<file path="src/pkg/e1tm_pkg.sv">
package e1tm_pkg;

  // ****************************************************************
  // Register indices (byte address = 4 x index)
  // ****************************************************************
  localparam logic [9:0] IDX_FRAME_MODE = 10'h060;
  localparam logic [9:0] IDX_TX_ALARM = 10'h06b;
  localparam logic [9:0] IDX_TX_MAINT = 10'h06c;
  localparam logic [9:0] IDX_IRQ_ENABLE = 10'h06d;
  localparam logic [9:0] IDX_IRQ_FLAGS = 10'h06e;
  localparam logic [9:0] IDX_ERR_INSERT = 10'h06f;
  localparam logic [9:0] IDX_CLK_SOURCE = 10'h070;

  // ****************************************************************
  // Reset values
  // ****************************************************************
  localparam logic [2:0] RST_FRAME_MODE = 3'h0;
  localparam logic [2:0] RST_TX_ALARM = 3'h0;
  localparam logic [2:0] RST_TX_MAINT = 3'h0;
  localparam logic [4:0] RST_IRQ_ENABLE = 5'h00;
  localparam logic [4:0] RST_IRQ_FLAGS = 5'h00;
  localparam logic [5:0] RST_ERR_INSERT = 6'h00;
  localparam logic RST_CLK_SOURCE = 1'b0;

  // ****************************************************************
  // Field positions
  // ****************************************************************
  localparam int MODE_CRC_MF = 0;
  localparam int MODE_CAS_MF = 1;
  localparam int MODE_CLK_MASTER = 2;
  localparam int ALM_MANUAL = 0;
  localparam int ALM_AUTO_EN = 1;
  localparam int ALM_CRITERIA = 2;
  localparam int MNT_ONES_FORCE = 0;
  localparam int MNT_ZERO_FORCE = 1;
  localparam int MNT_SLIP_TOGGLE = 2;
  localparam int FLG_BASIC_FRAME = 0;
  localparam int FLG_CRC_MF = 1;
  localparam int FLG_SIG_MF = 2;
  localparam int FLG_ALIGN_WORD = 3;
  localparam int FLG_SUB_MF = 4;
  localparam int ERR_FAS_BIT = 0;
  localparam int ERR_FAS_ALL = 1;
  localparam int ERR_NFAS = 2;
  localparam int ERR_SIG_ALIGN = 3;
  localparam int ERR_CRC_ALIGN = 4;
  localparam int ERR_CRC_BITS = 5;

  // ****************************************************************
  // Frame patterns
  // ****************************************************************
  localparam logic [6:0] FAS_PATTERN = 7'h1b;
  localparam logic [5:0] CRC_MF_PATTERN = 6'h0b;
  localparam logic [3:0] SIG_MF_XY = 4'hb;
  localparam logic [3:0] CRC4_POLY = 4'h3;
  localparam logic [7:0] LFSR_SEED = 8'h01;

  // ****************************************************************
  // Timing
  // ****************************************************************
  localparam int CLK_PERIOD_PS = 10000;
  localparam int BIT_PERIOD_PS = 488281;
  localparam int BIT_CYCLES = BIT_PERIOD_PS / CLK_PERIOD_PS;
  localparam logic [5:0] BIT_LAST = 6'(BIT_CYCLES - 1);

  // ****************************************************************
  // Transmit clock source
  // ****************************************************************
  typedef enum logic [1:0] {
    E1TM_CLK_INTERNAL = 2'h0,
    E1TM_CLK_RECOVERED = 2'h1,
    E1TM_CLK_BACKPLANE = 2'h2
  } e1tm_clk_src_t;

endpackage : e1tm_pkg

</file>
<file path="src/design/e1tm_tx_framer_maint.sv">
// Operation
// - With automatic alarm enabled, A bit is 1 whenever selected criteria hold.
// - Manual remote alarm control forces A bit to 1 unconditionally.
// - Each slip control change drops or repeats one bit, chosen at random.
// - Zero-force control replaces the whole outgoing stream with zeros.
// - Ones-force control replaces the whole outgoing stream with ones unless zero-force is also set.
// - Five enable bits 4..0 gate matching flags onto the interrupt pin.
// - Sub-multiframe flag sets at first bit of each CRC sub-multiframe.
// - Alignment-word flag sets at first bit of each frame carrying FAS.
// - Signaling multiframe flag sets at first bit of each signaling multiframe.
// - CRC multiframe flag sets at first bit of each CRC multiframe.
// - Basic frame flag sets at first bit of each basic frame.
// - A flag clears only by writing one to it; zero leaves it.
// - CRC error control edge inverts four CRC bits: the last three C bits of one sub-multiframe and the first C bit of the next.
// - CRC alignment error edge inverts one 001011 multiframe pattern.
// - Signaling alignment error edge inverts one 0000 multiframe pattern.
// - Non-alignment error edge inverts one NFAS bit, TS0 bit 2 odd frame.
// - Full alignment error edge inverts one whole seven-bit FAS.
// - Single alignment error edge inverts exactly one FAS bit.
// - Each error control clears itself when its inversion starts; in a mode where it is not valid it stays set.
// - Master mode: select 0 internal, 1 recovered clock; buffer always bypassed.
// - Slave mode: select 0 backplane and bypass, 1 internal with buffer.
// - Criteria 0: frame loss, interworking, offline loss or manual; 1: loss or manual.
`timescale 1ns/1ps
module e1tm_tx_framer_maint
  import e1tm_pkg::*;
(
  input wire logic mclk,
  input wire logic reset,
  input wire logic [11:0] address,
  input wire logic read,
  input wire logic write,
  input wire logic [3:0] byteenable,
  input wire logic [31:0] writedata,
  output logic [31:0] readdata,
  output logic waitrequest,
  input wire logic txDataIn,
  input wire logic rxFrameLoss,
  input wire logic rxCrcInterwork,
  input wire logic rxOfflineLoss,
  output logic txLineData,
  output logic txBitStrobe,
  output logic txIrqN,
  output e1tm_clk_src_t txClkSource,
  output logic txBufferBypass
);

  // ****************************************************************
  // Registers and state
  // ****************************************************************
  logic [2:0] frameMode;
  logic [2:0] txAlarmCtrl;
  logic [2:0] txMaintCtrl;
  logic [4:0] irqEnable;
  logic [4:0] irqFlags;
  logic [5:0] errInsert;
  logic clkSourceSel;
  logic ackDone;
  logic [5:0] bitDiv;
  logic bitTick;
  logic [7:0] bitPos;
  logic [3:0] frameNum;
  logic [2:0] dataSync;
  logic dataStable;
  logic slipLast;
  logic slipPending;
  logic [7:0] lfsr;
  logic [3:0] crcAcc;
  logic [3:0] crcOut;
  logic [5:0] errActive;

  // ****************************************************************
  // Bus decode
  // ****************************************************************
  wire [9:0] regIndex = address[11:2];
  wire hitMode = (regIndex == IDX_FRAME_MODE);
  wire hitAlarm = (regIndex == IDX_TX_ALARM);
  wire hitMaint = (regIndex == IDX_TX_MAINT);
  wire hitEnable = (regIndex == IDX_IRQ_ENABLE);
  wire hitFlags = (regIndex == IDX_IRQ_FLAGS);
  wire hitErr = (regIndex == IDX_ERR_INSERT);
  wire hitClk = (regIndex == IDX_CLK_SOURCE);
  wire busReq = read | write;
  wire wrStrobe = write & ackDone & byteenable[0];
  wire [7:0] wrByte = writedata[7:0];

  // Read value mux; unmapped addresses read zero
  wire [7:0] rdByte =
    hitMode ? {5'h00, frameMode} :
    hitAlarm ? {5'h00, txAlarmCtrl} :
    hitMaint ? {5'h00, txMaintCtrl} :
    hitEnable ? {3'h0, irqEnable} :
    hitFlags ? {3'h0, irqFlags} :
    hitErr ? {2'h0, errInsert} :
    hitClk ? {7'h00, clkSourceSel} : 8'h00;

  // One wait cycle on every access
  assign waitrequest = busReq & ~ackDone;

  // ****************************************************************
  // Mode and frame position decode
  // ****************************************************************
  wire crcMode = frameMode[MODE_CRC_MF];
  wire casMode = frameMode[MODE_CAS_MF];
  wire clkMaster = frameMode[MODE_CLK_MASTER];
  wire [4:0] slotNum = bitPos[7:3];
  wire [2:0] bitInSlot = bitPos[2:0];
  wire oddFrame = frameNum[0];
  wire frameStart = (bitPos == 8'h00);
  wire ts0 = (slotNum == 5'h00);
  wire ts16 = (slotNum == 5'h10);

  // Start-of-unit events seen by the generator
  wire [4:0] boundary;
  assign boundary[FLG_BASIC_FRAME] = frameStart;
  assign boundary[FLG_CRC_MF] = frameStart & (frameNum == 4'h0);
  assign boundary[FLG_SIG_MF] = frameStart & (frameNum == 4'h0);
  assign boundary[FLG_ALIGN_WORD] = frameStart & ~oddFrame;
  assign boundary[FLG_SUB_MF] = frameStart & (frameNum[2:0] == 3'h0);

  // Points where a pending error insertion is taken up
  wire [5:0] errStart;
  assign errStart[ERR_FAS_BIT] = frameStart & ~oddFrame;
  assign errStart[ERR_FAS_ALL] = frameStart & ~oddFrame;
  assign errStart[ERR_NFAS] = frameStart & oddFrame;
  assign errStart[ERR_SIG_ALIGN] = frameStart & (frameNum == 4'h0);
  assign errStart[ERR_CRC_ALIGN] = frameStart & (frameNum == 4'h0);
  assign errStart[ERR_CRC_BITS] = frameStart & (frameNum[2:0] == 3'h0);

  // Modes in which each insertion is valid
  wire [5:0] errValid = {crcMode, crcMode, casMode, 3'b111};
  wire [5:0] errTake = {6{bitTick}} & errStart & errInsert & errValid;

  // ****************************************************************
  // Remote alarm
  // ****************************************************************
  wire manualAlarm = txAlarmCtrl[ALM_MANUAL];
  wire autoCause = txAlarmCtrl[ALM_CRITERIA] ?
    (rxFrameLoss | manualAlarm) :
    (rxFrameLoss | rxCrcInterwork | rxOfflineLoss | manualAlarm);
  wire aBit = manualAlarm | (txAlarmCtrl[ALM_AUTO_EN] & autoCause);

  // ****************************************************************
  // Frame bit builder
  // ****************************************************************
  function automatic logic fas_bit(input logic [2:0] b);
    logic [2:0] k;
    k = 3'(3'd7 - b);
    return FAS_PATTERN[k];
  endfunction : fas_bit

  wire [2:0] crcIdx = 3'(3'd5 - frameNum[3:1]);
  wire [1:0] cIdx = 2'(2'd3 - frameNum[2:1]);
  wire crcBitTx = crcOut[cIdx] ^ errActive[ERR_CRC_BITS];
  wire mfasTx = CRC_MF_PATTERN[crcIdx] ^ errActive[ERR_CRC_ALIGN];
  wire siBit = ~crcMode ? 1'b1 :
    ~oddFrame ? crcBitTx :
    (frameNum < 4'hc) ? mfasTx : 1'b1;
  wire fasTx = fas_bit(bitInSlot) ^ errActive[ERR_FAS_ALL] ^
    (errActive[ERR_FAS_BIT] & (bitInSlot == 3'h1));
  wire nfasTx = 1'b1 ^ errActive[ERR_NFAS];
  wire oddTs0 = (bitInSlot == 3'h1) ? nfasTx :
    (bitInSlot == 3'h2) ? aBit : 1'b1;
  wire sigMfSlot = casMode & ts16 & (frameNum == 4'h0);
  wire sigTx = bitInSlot[2] ? SIG_MF_XY[~bitInSlot[1:0]] :
    errActive[ERR_SIG_ALIGN];
  wire crcSlot = ts0 & (bitInSlot == 3'h0) & crcMode & ~oddFrame;
  wire framedBit = (ts0 & (bitInSlot == 3'h0)) ? siBit :
    (ts0 & ~oddFrame) ? fasTx :
    ts0 ? oddTs0 :
    sigMfSlot ? sigTx : dataStable;

  // Forced output; zero-force takes precedence
  wire lineBit = txMaintCtrl[MNT_ZERO_FORCE] ? 1'b0 :
    txMaintCtrl[MNT_ONES_FORCE] ? 1'b1 : framedBit;

  // CRC-4 over the sub-multiframe, C-bit slots counted as zero
  wire crcIn = crcSlot ? 1'b0 : framedBit;
  wire crcFb = crcIn ^ crcAcc[3];
  wire [3:0] next_crcAcc = {crcAcc[2:0], 1'b0} ^ (crcFb ? CRC4_POLY : 4'h0);

  // Position advance: normal 1, drop 2, repeat 0
  wire slipDrop = lfsr[0];
  wire [8:0] posStep = ~slipPending ? 9'h001 : (slipDrop ? 9'h002 : 9'h000);
  wire [8:0] posSum = {1'b0, bitPos} + posStep;

  // ****************************************************************
  // Avalon slave handshake
  // ****************************************************************
  always_ff @(posedge mclk) begin
    if (reset) begin
      ackDone <= 1'b0;
      readdata <= 32'h0000_0000;
    end else begin
      ackDone <= busReq & ~ackDone;
      if (read & ~ackDone) begin
        readdata <= {24'h00_0000, rdByte};
      end
    end
  end

  // Plain control registers
  always_ff @(posedge mclk) begin
    if (reset) begin
      frameMode <= RST_FRAME_MODE;
      txAlarmCtrl <= RST_TX_ALARM;
      txMaintCtrl <= RST_TX_MAINT;
      irqEnable <= RST_IRQ_ENABLE;
      clkSourceSel <= RST_CLK_SOURCE;
    end else if (wrStrobe) begin
      if (hitMode) frameMode <= wrByte[2:0];
      if (hitAlarm) txAlarmCtrl <= wrByte[2:0];
      if (hitMaint) txMaintCtrl <= wrByte[2:0];
      if (hitEnable) irqEnable <= wrByte[4:0];
      if (hitClk) clkSourceSel <= wrByte[0];
    end
  end

  // Sticky flags: write one clears, a new event wins over the clear
  always_ff @(posedge mclk) begin
    if (reset) begin
      irqFlags <= RST_IRQ_FLAGS;
    end else begin
      irqFlags <= (irqFlags & ~((wrStrobe & hitFlags) ? wrByte[4:0] : 5'h00)) |
        ({5{bitTick}} & boundary);
    end
  end

  // Error insertion controls: armed by software, cleared when taken up
  always_ff @(posedge mclk) begin
    if (reset) begin
      errInsert <= RST_ERR_INSERT;
    end else if (wrStrobe & hitErr) begin
      errInsert <= wrByte[5:0] & ~errTake;
    end else begin
      errInsert <= errInsert & ~errTake;
    end
  end

  // Active insertion lasts until the same boundary comes round again
  always_ff @(posedge mclk) begin
    if (reset) begin
      errActive <= 6'h00;
    end else begin
      for (int i = 0; i < 6; i++) begin
        if (bitTick & errStart[i]) begin
          errActive[i] <= errTake[i];
        end
      end
    end
  end

  // ****************************************************************
  // Bit rate divider and input synchroniser
  // ****************************************************************
  always_ff @(posedge mclk) begin
    if (reset) begin
      bitDiv <= 6'h00;
      bitTick <= 1'b0;
    end else begin
      bitTick <= (bitDiv == BIT_LAST);
      bitDiv <= (bitDiv == BIT_LAST) ? 6'h00 : 6'(bitDiv + 6'h01);
    end
  end

  // Three stages; value accepted when the last two agree
  always_ff @(posedge mclk) begin
    if (reset) begin
      dataSync <= 3'h0;
      dataStable <= 1'b0;
    end else begin
      dataSync <= {dataSync[1:0], txDataIn};
      if (dataSync[1] == dataSync[2]) begin
        dataStable <= dataSync[2];
      end
    end
  end

  // ****************************************************************
  // Alignment slip and frame counters
  // ****************************************************************
  always_ff @(posedge mclk) begin
    if (reset) begin
      slipLast <= 1'b0;
      slipPending <= 1'b0;
      lfsr <= LFSR_SEED;
    end else begin
      lfsr <= {lfsr[6:0], lfsr[7] ^ lfsr[5] ^ lfsr[4] ^ lfsr[3]};
      slipLast <= txMaintCtrl[MNT_SLIP_TOGGLE];
      if (txMaintCtrl[MNT_SLIP_TOGGLE] != slipLast) begin
        slipPending <= 1'b1;
      end else if (bitTick) begin
        slipPending <= 1'b0;
      end
    end
  end

  // Bit position in frame and frame number in multiframe
  always_ff @(posedge mclk) begin
    if (reset) begin
      bitPos <= 8'h00;
      frameNum <= 4'h0;
    end else if (bitTick) begin
      bitPos <= posSum[7:0];
      if (posSum[8]) begin
        frameNum <= 4'(frameNum + 4'h1);
      end
    end
  end

  // CRC accumulate and hand over at each sub-multiframe start
  always_ff @(posedge mclk) begin
    if (reset) begin
      crcAcc <= 4'h0;
      crcOut <= 4'h0;
    end else if (bitTick) begin
      if (boundary[FLG_SUB_MF]) begin
        crcOut <= crcAcc;
        crcAcc <= {3'h0, crcIn} ^ (crcIn ? CRC4_POLY : 4'h0);
      end else begin
        crcAcc <= next_crcAcc;
      end
    end
  end

  // ****************************************************************
  // Line output, interrupt and clock source
  // ****************************************************************
  always_ff @(posedge mclk) begin
    if (reset) begin
      txLineData <= 1'b0;
      txBitStrobe <= 1'b0;
      txIrqN <= 1'b1;
    end else begin
      txBitStrobe <= bitTick;
      if (bitTick) begin
        txLineData <= lineBit;
      end
      txIrqN <= ~|(irqFlags & irqEnable);
    end
  end

  // Clock source and buffer use from mode and select
  always_ff @(posedge mclk) begin
    if (reset) begin
      txClkSource <= E1TM_CLK_INTERNAL;
      txBufferBypass <= 1'b1;
    end else if (clkMaster) begin
      txClkSource <= clkSourceSel ? E1TM_CLK_RECOVERED : E1TM_CLK_INTERNAL;
      txBufferBypass <= 1'b1;
    end else begin
      txClkSource <= clkSourceSel ? E1TM_CLK_INTERNAL : E1TM_CLK_BACKPLANE;
      txBufferBypass <= ~clkSourceSel;
    end
  end

endmodule : e1tm_tx_framer_maint

</file>
<file path="config.mk">
export PLATFORM = sky130hd
export DESIGN_NAME = e1tm_tx_framer_maint
export DESIGN_NICKNAME = d
export VERILOG_FILES = /design/src/pkg/e1tm_pkg.sv /design/src/design/e1tm_tx_framer_maint.sv
export SDC_FILE = /design/constraint.sdc
export NUM_CORES = 1
export LEC_CHECK = 0
export BUFFER_PORTS_ARGS = -buffer_cell sky130_fd_sc_hd__buf_2
export CORE_MARGIN = 2
export CORE_UTILIZATION = 50
export DETAILED_ROUTE_END_ITERATION = 6
export HOLD_SLACK_MARGIN = 0.06
export PLACE_DENSITY = 0.86
export SYNTH_ARGS = -nofsm -noshare
export SYNTH_HDL_FRONTEND = slang
export SYNTH_SLANG_ARGS = --single-unit
</file>
<file path="constraint.sdc">
create_clock -name mclk -period 2.36 [get_ports mclk]
set_input_delay 0.236 -clock mclk [delete_from_list [all_inputs] [get_ports mclk]]
set_output_delay 0.236 -clock mclk [all_outputs]
set_load 0.05 [all_outputs]
</file>
==> out/qor.csv <==
stage,metric,value,unit
route,drt wl/cell,14.03,µm
power_and_ir_drop,pwr dens,632.3,nW/µm²
sta,setup TNS,0,ps
clocking,clock-pin slew on the worst setup and hold paths,90,ps
critical_path,CP max FO,5,
grt,grt total ovfl,0,
synth,Post-synth EDFFs,0,
grt,vias in the first global route,3082,
grt,global-route wire length before repair,13970,µm
finish,"Net count, final",573,
critical_path,worst r2r src,frameNum[2],
synth,Synth area leaders,"dfxtp_1, nor2_1, buf_4",
critical_path,FF-to-FF setup slack,120,ps
clocking,root cell of the clock tree,clkbuf_8,
critical_path,slowest CP cell,or4_1,
synth,"flops & latches, synth",86,
floorplanning,Core ar.,8175,µm²
finish,"Cell Count, Final, Fillers Out",619,
sta,# setup viols final,0,
grt,global-route usage over all layers,19.77,%
floorplanning,Die Y,95.44,µm
critical_path,CP startpoint,frameNum[2],
finish,final instance area,4547,µm²
sta,Tcrit/Tclk final,94.95,%
clocking,setup bufs post-CTS,0,
outcome,outcome,completed,
synth,Synth area leader,dfxtp_1,
synth,Mapped Cells,479,
finish,FILL cells,740,
floorplanning,Initial Utilization,51.13,%
floorplanning,DIE AREA,9108,µm²
critical_path,critical path data required time,2660,ps
critical_path,Worst R2R End,crcAcc[1],
critical_path,Setup CP Type,reg -> reg,
route,TritonRoute pass-1 iters,5,
power_and_ir_drop,Max IR drop VDD,0.0004774,V
sta,RSZ-0062 raised after global routing,false,
route,initial drt markers,206,
clocking,Sink Count,86,
floorplanning,width of the chip,95.44,µm
sta,Slew Limit Headroom,26.26,%
route,drt via density,5.447,
finish,Area Overhead vs Synth,8.770,%
finish,Reg area,1723,µm²
placement,Placed Cells,603,
critical_path,CP arrival,2540,ps
critical_path,critical-path cell list,inv_1 -> ha_1 -> a21boi_1 -> mux2i_1 -> a21o_1 -> o211ai_4 -> or4_1 -> nand3_1,
grt,largest net degree at the start of global routing,66,
finish,layout cells sized above 1,14.59,%
route,DRT antenna net count,0,
critical_path,r2r worst-path depth,8,
clocking,cts hold-fix bufs,0,
synth,most frequent cells after synthesis,"dfxtp_1, nor2_1, nand2_1",
sta,clk_skew,10.61,ps
floorplanning,Core Rows,33,
critical_path,"slowest stage delay, CP",480,ps
synth,"count leader, synth",dfxtp_1,
synth,sequential share of the synthesized area,41.19,%
floorplanning,IO Pins,95,
clocking,Clock Path Buffers,2,
power_and_ir_drop,leak pwr,1.718,nW
clocking,CTS tree,done,
clocking,H-tree depth,3,
sta,min Tclk post-route,2241,ps
route,drc violations,0,
route,via count,3372,
critical_path,Crit path buffers/inverters,1,
placement,Placed Area,4319,µm²
synth,Avg Inst Size Synth,8.727,µm²
clocking,Clock Latency Late Sink,360,ps
synth,Main synth FF type,dfxtp_1,
synth,Mapped Area,4180,µm²
critical_path,largest delay contributor family on the critical path,compound AO/OA/AOI/OAI gates,
clocking,CTS Buf Count,9,
placement,post-DP HPWL,6222,µm
critical_path,crit path launch type,flip-flop,
placement,IO buf count,37,
synth,Unique masters post-synth,68,
critical_path,worst setup path endpoint,crcAcc[1],
finish,area of the multi-input gates,2180,µm²
critical_path,Worst setup EP type,flip-flop,
grt,antenna violations before repair,0,
route,final WL,8682,µm
sta,maximum clock rate,446.3,MHz
sta,actual slew at the worst max-slew pin,1106,ps
sta,Pins Over Slew Limit,0,
synth,Yosys Warn Count,0,
synth,asr flop ratio synth,0,%
sta,final hold viol count,0,
synth,top-area cell type share of the netlist area,41.19,%
critical_path,WP depth,8,
finish,# diodes,0,
job,MaxCap Viol Count,0,
min_path,type of the worst min-delay path,in -> reg,
placement,GPL Wtd Cong,0.8409,
clocking,cts repair resizes,0,
-- cells in the final DEF, fill, tap and decap left out, drive strengths merged, types with 12 or more instances in the layout --
master,n
nor2b,17
mux2i,13
nor3,12
nor2,62
inv,23
conb,26
nand3,22
buf,41
a21oi,28
o21ai,18
dfxtp,86
nand2,43
-- worst min-delay path by stage --
| stage | start | end | slack (ps) | depth (start not counted) |
|---|---|---|---|---|
| after floorplan | txDataIn | dataSync[0] | 360 | 1 |
| after global placement | dataSync[0] | dataSync[1] | 420 | 1 |
| after detailed placement | lfsr[2] | lfsr[3] | 430 | 1 |
| after CTS | txDataIn | dataSync[0] | 90 | 2 |
| after global routing | txDataIn | dataSync[0] | 110 | 2 |
| final | txDataIn | dataSync[0] | 100 | 2 |
-- area by class of cell --
type | instances | area share (%)
timing repair buffer | 41 | 4.733
inverter | 19 | 1.569
multi-input combinational | 352 | 47.94
tap | 105 | 2.889
clock buffer | 9 | 2.724
clock inverter | 7 | 2.256
sequential | 86 | 37.89
-- report_power, final --
group	internal, mW	switching (mW)
clock	0.611	0.550
combinational	0.0484	0.190
sequential	1.47	0.00886
total	2.13	0.749
-- routing by layer --
layer	routed length [µm]	GRT usage [%]	vias up
li1	-	-	1665
met1	3591	22.45	1571
met4	180	7.738	0
met2	4302	35.33	122
met5	0	0	-
met3	608	5.138	14
-- cell families after synthesis --
logic type	after synthesis	synth area share [%]
XOR/XNOR	19	3.981
other	1	0.08971
AND/OR/NAND/NOR	197	24.06
adder cells (fa/ha/maj)	8	2.574
multiplexers	19	5.268
AO/OA/AOI/OAI	83	13.92
buffers and inverters	66	8.920
flip-flops	86	41.19
-- state kept, by name (all words and copies together), names as in the netlist, 2 cells and up --
register     flops
bitPos           8
crcAcc           4
errInsert        6
lfsr             8
txClkSource      2
frameNum         4
irqEnable        5
crcOut           4
bitDiv           6
txAlarmCtrl      3
frameMode        3
readdata         6
dataSync         3
irqFlags         5
errActive        6
txMaintCtrl      3
-- metrics by stage --
step | setup WS [ps] | power (mW) | hold slack [ps] | util [%]
floorplan | 250.1 | 1.729 | 364.2 | -
finish | 119.2 | 2.875 | 97.38 | 55.62
detailed placement | 71.73 | 1.746 | 427.9 | 52.83
global route | 3.301 | 2.978 | 113.4 | 55.62
CTS | 40.42 | 2.898 | 85.50 | 55.60
global placement | 192.2 | 1.741 | 417.5 | 52.83
(Power assumes the default switching activity.)
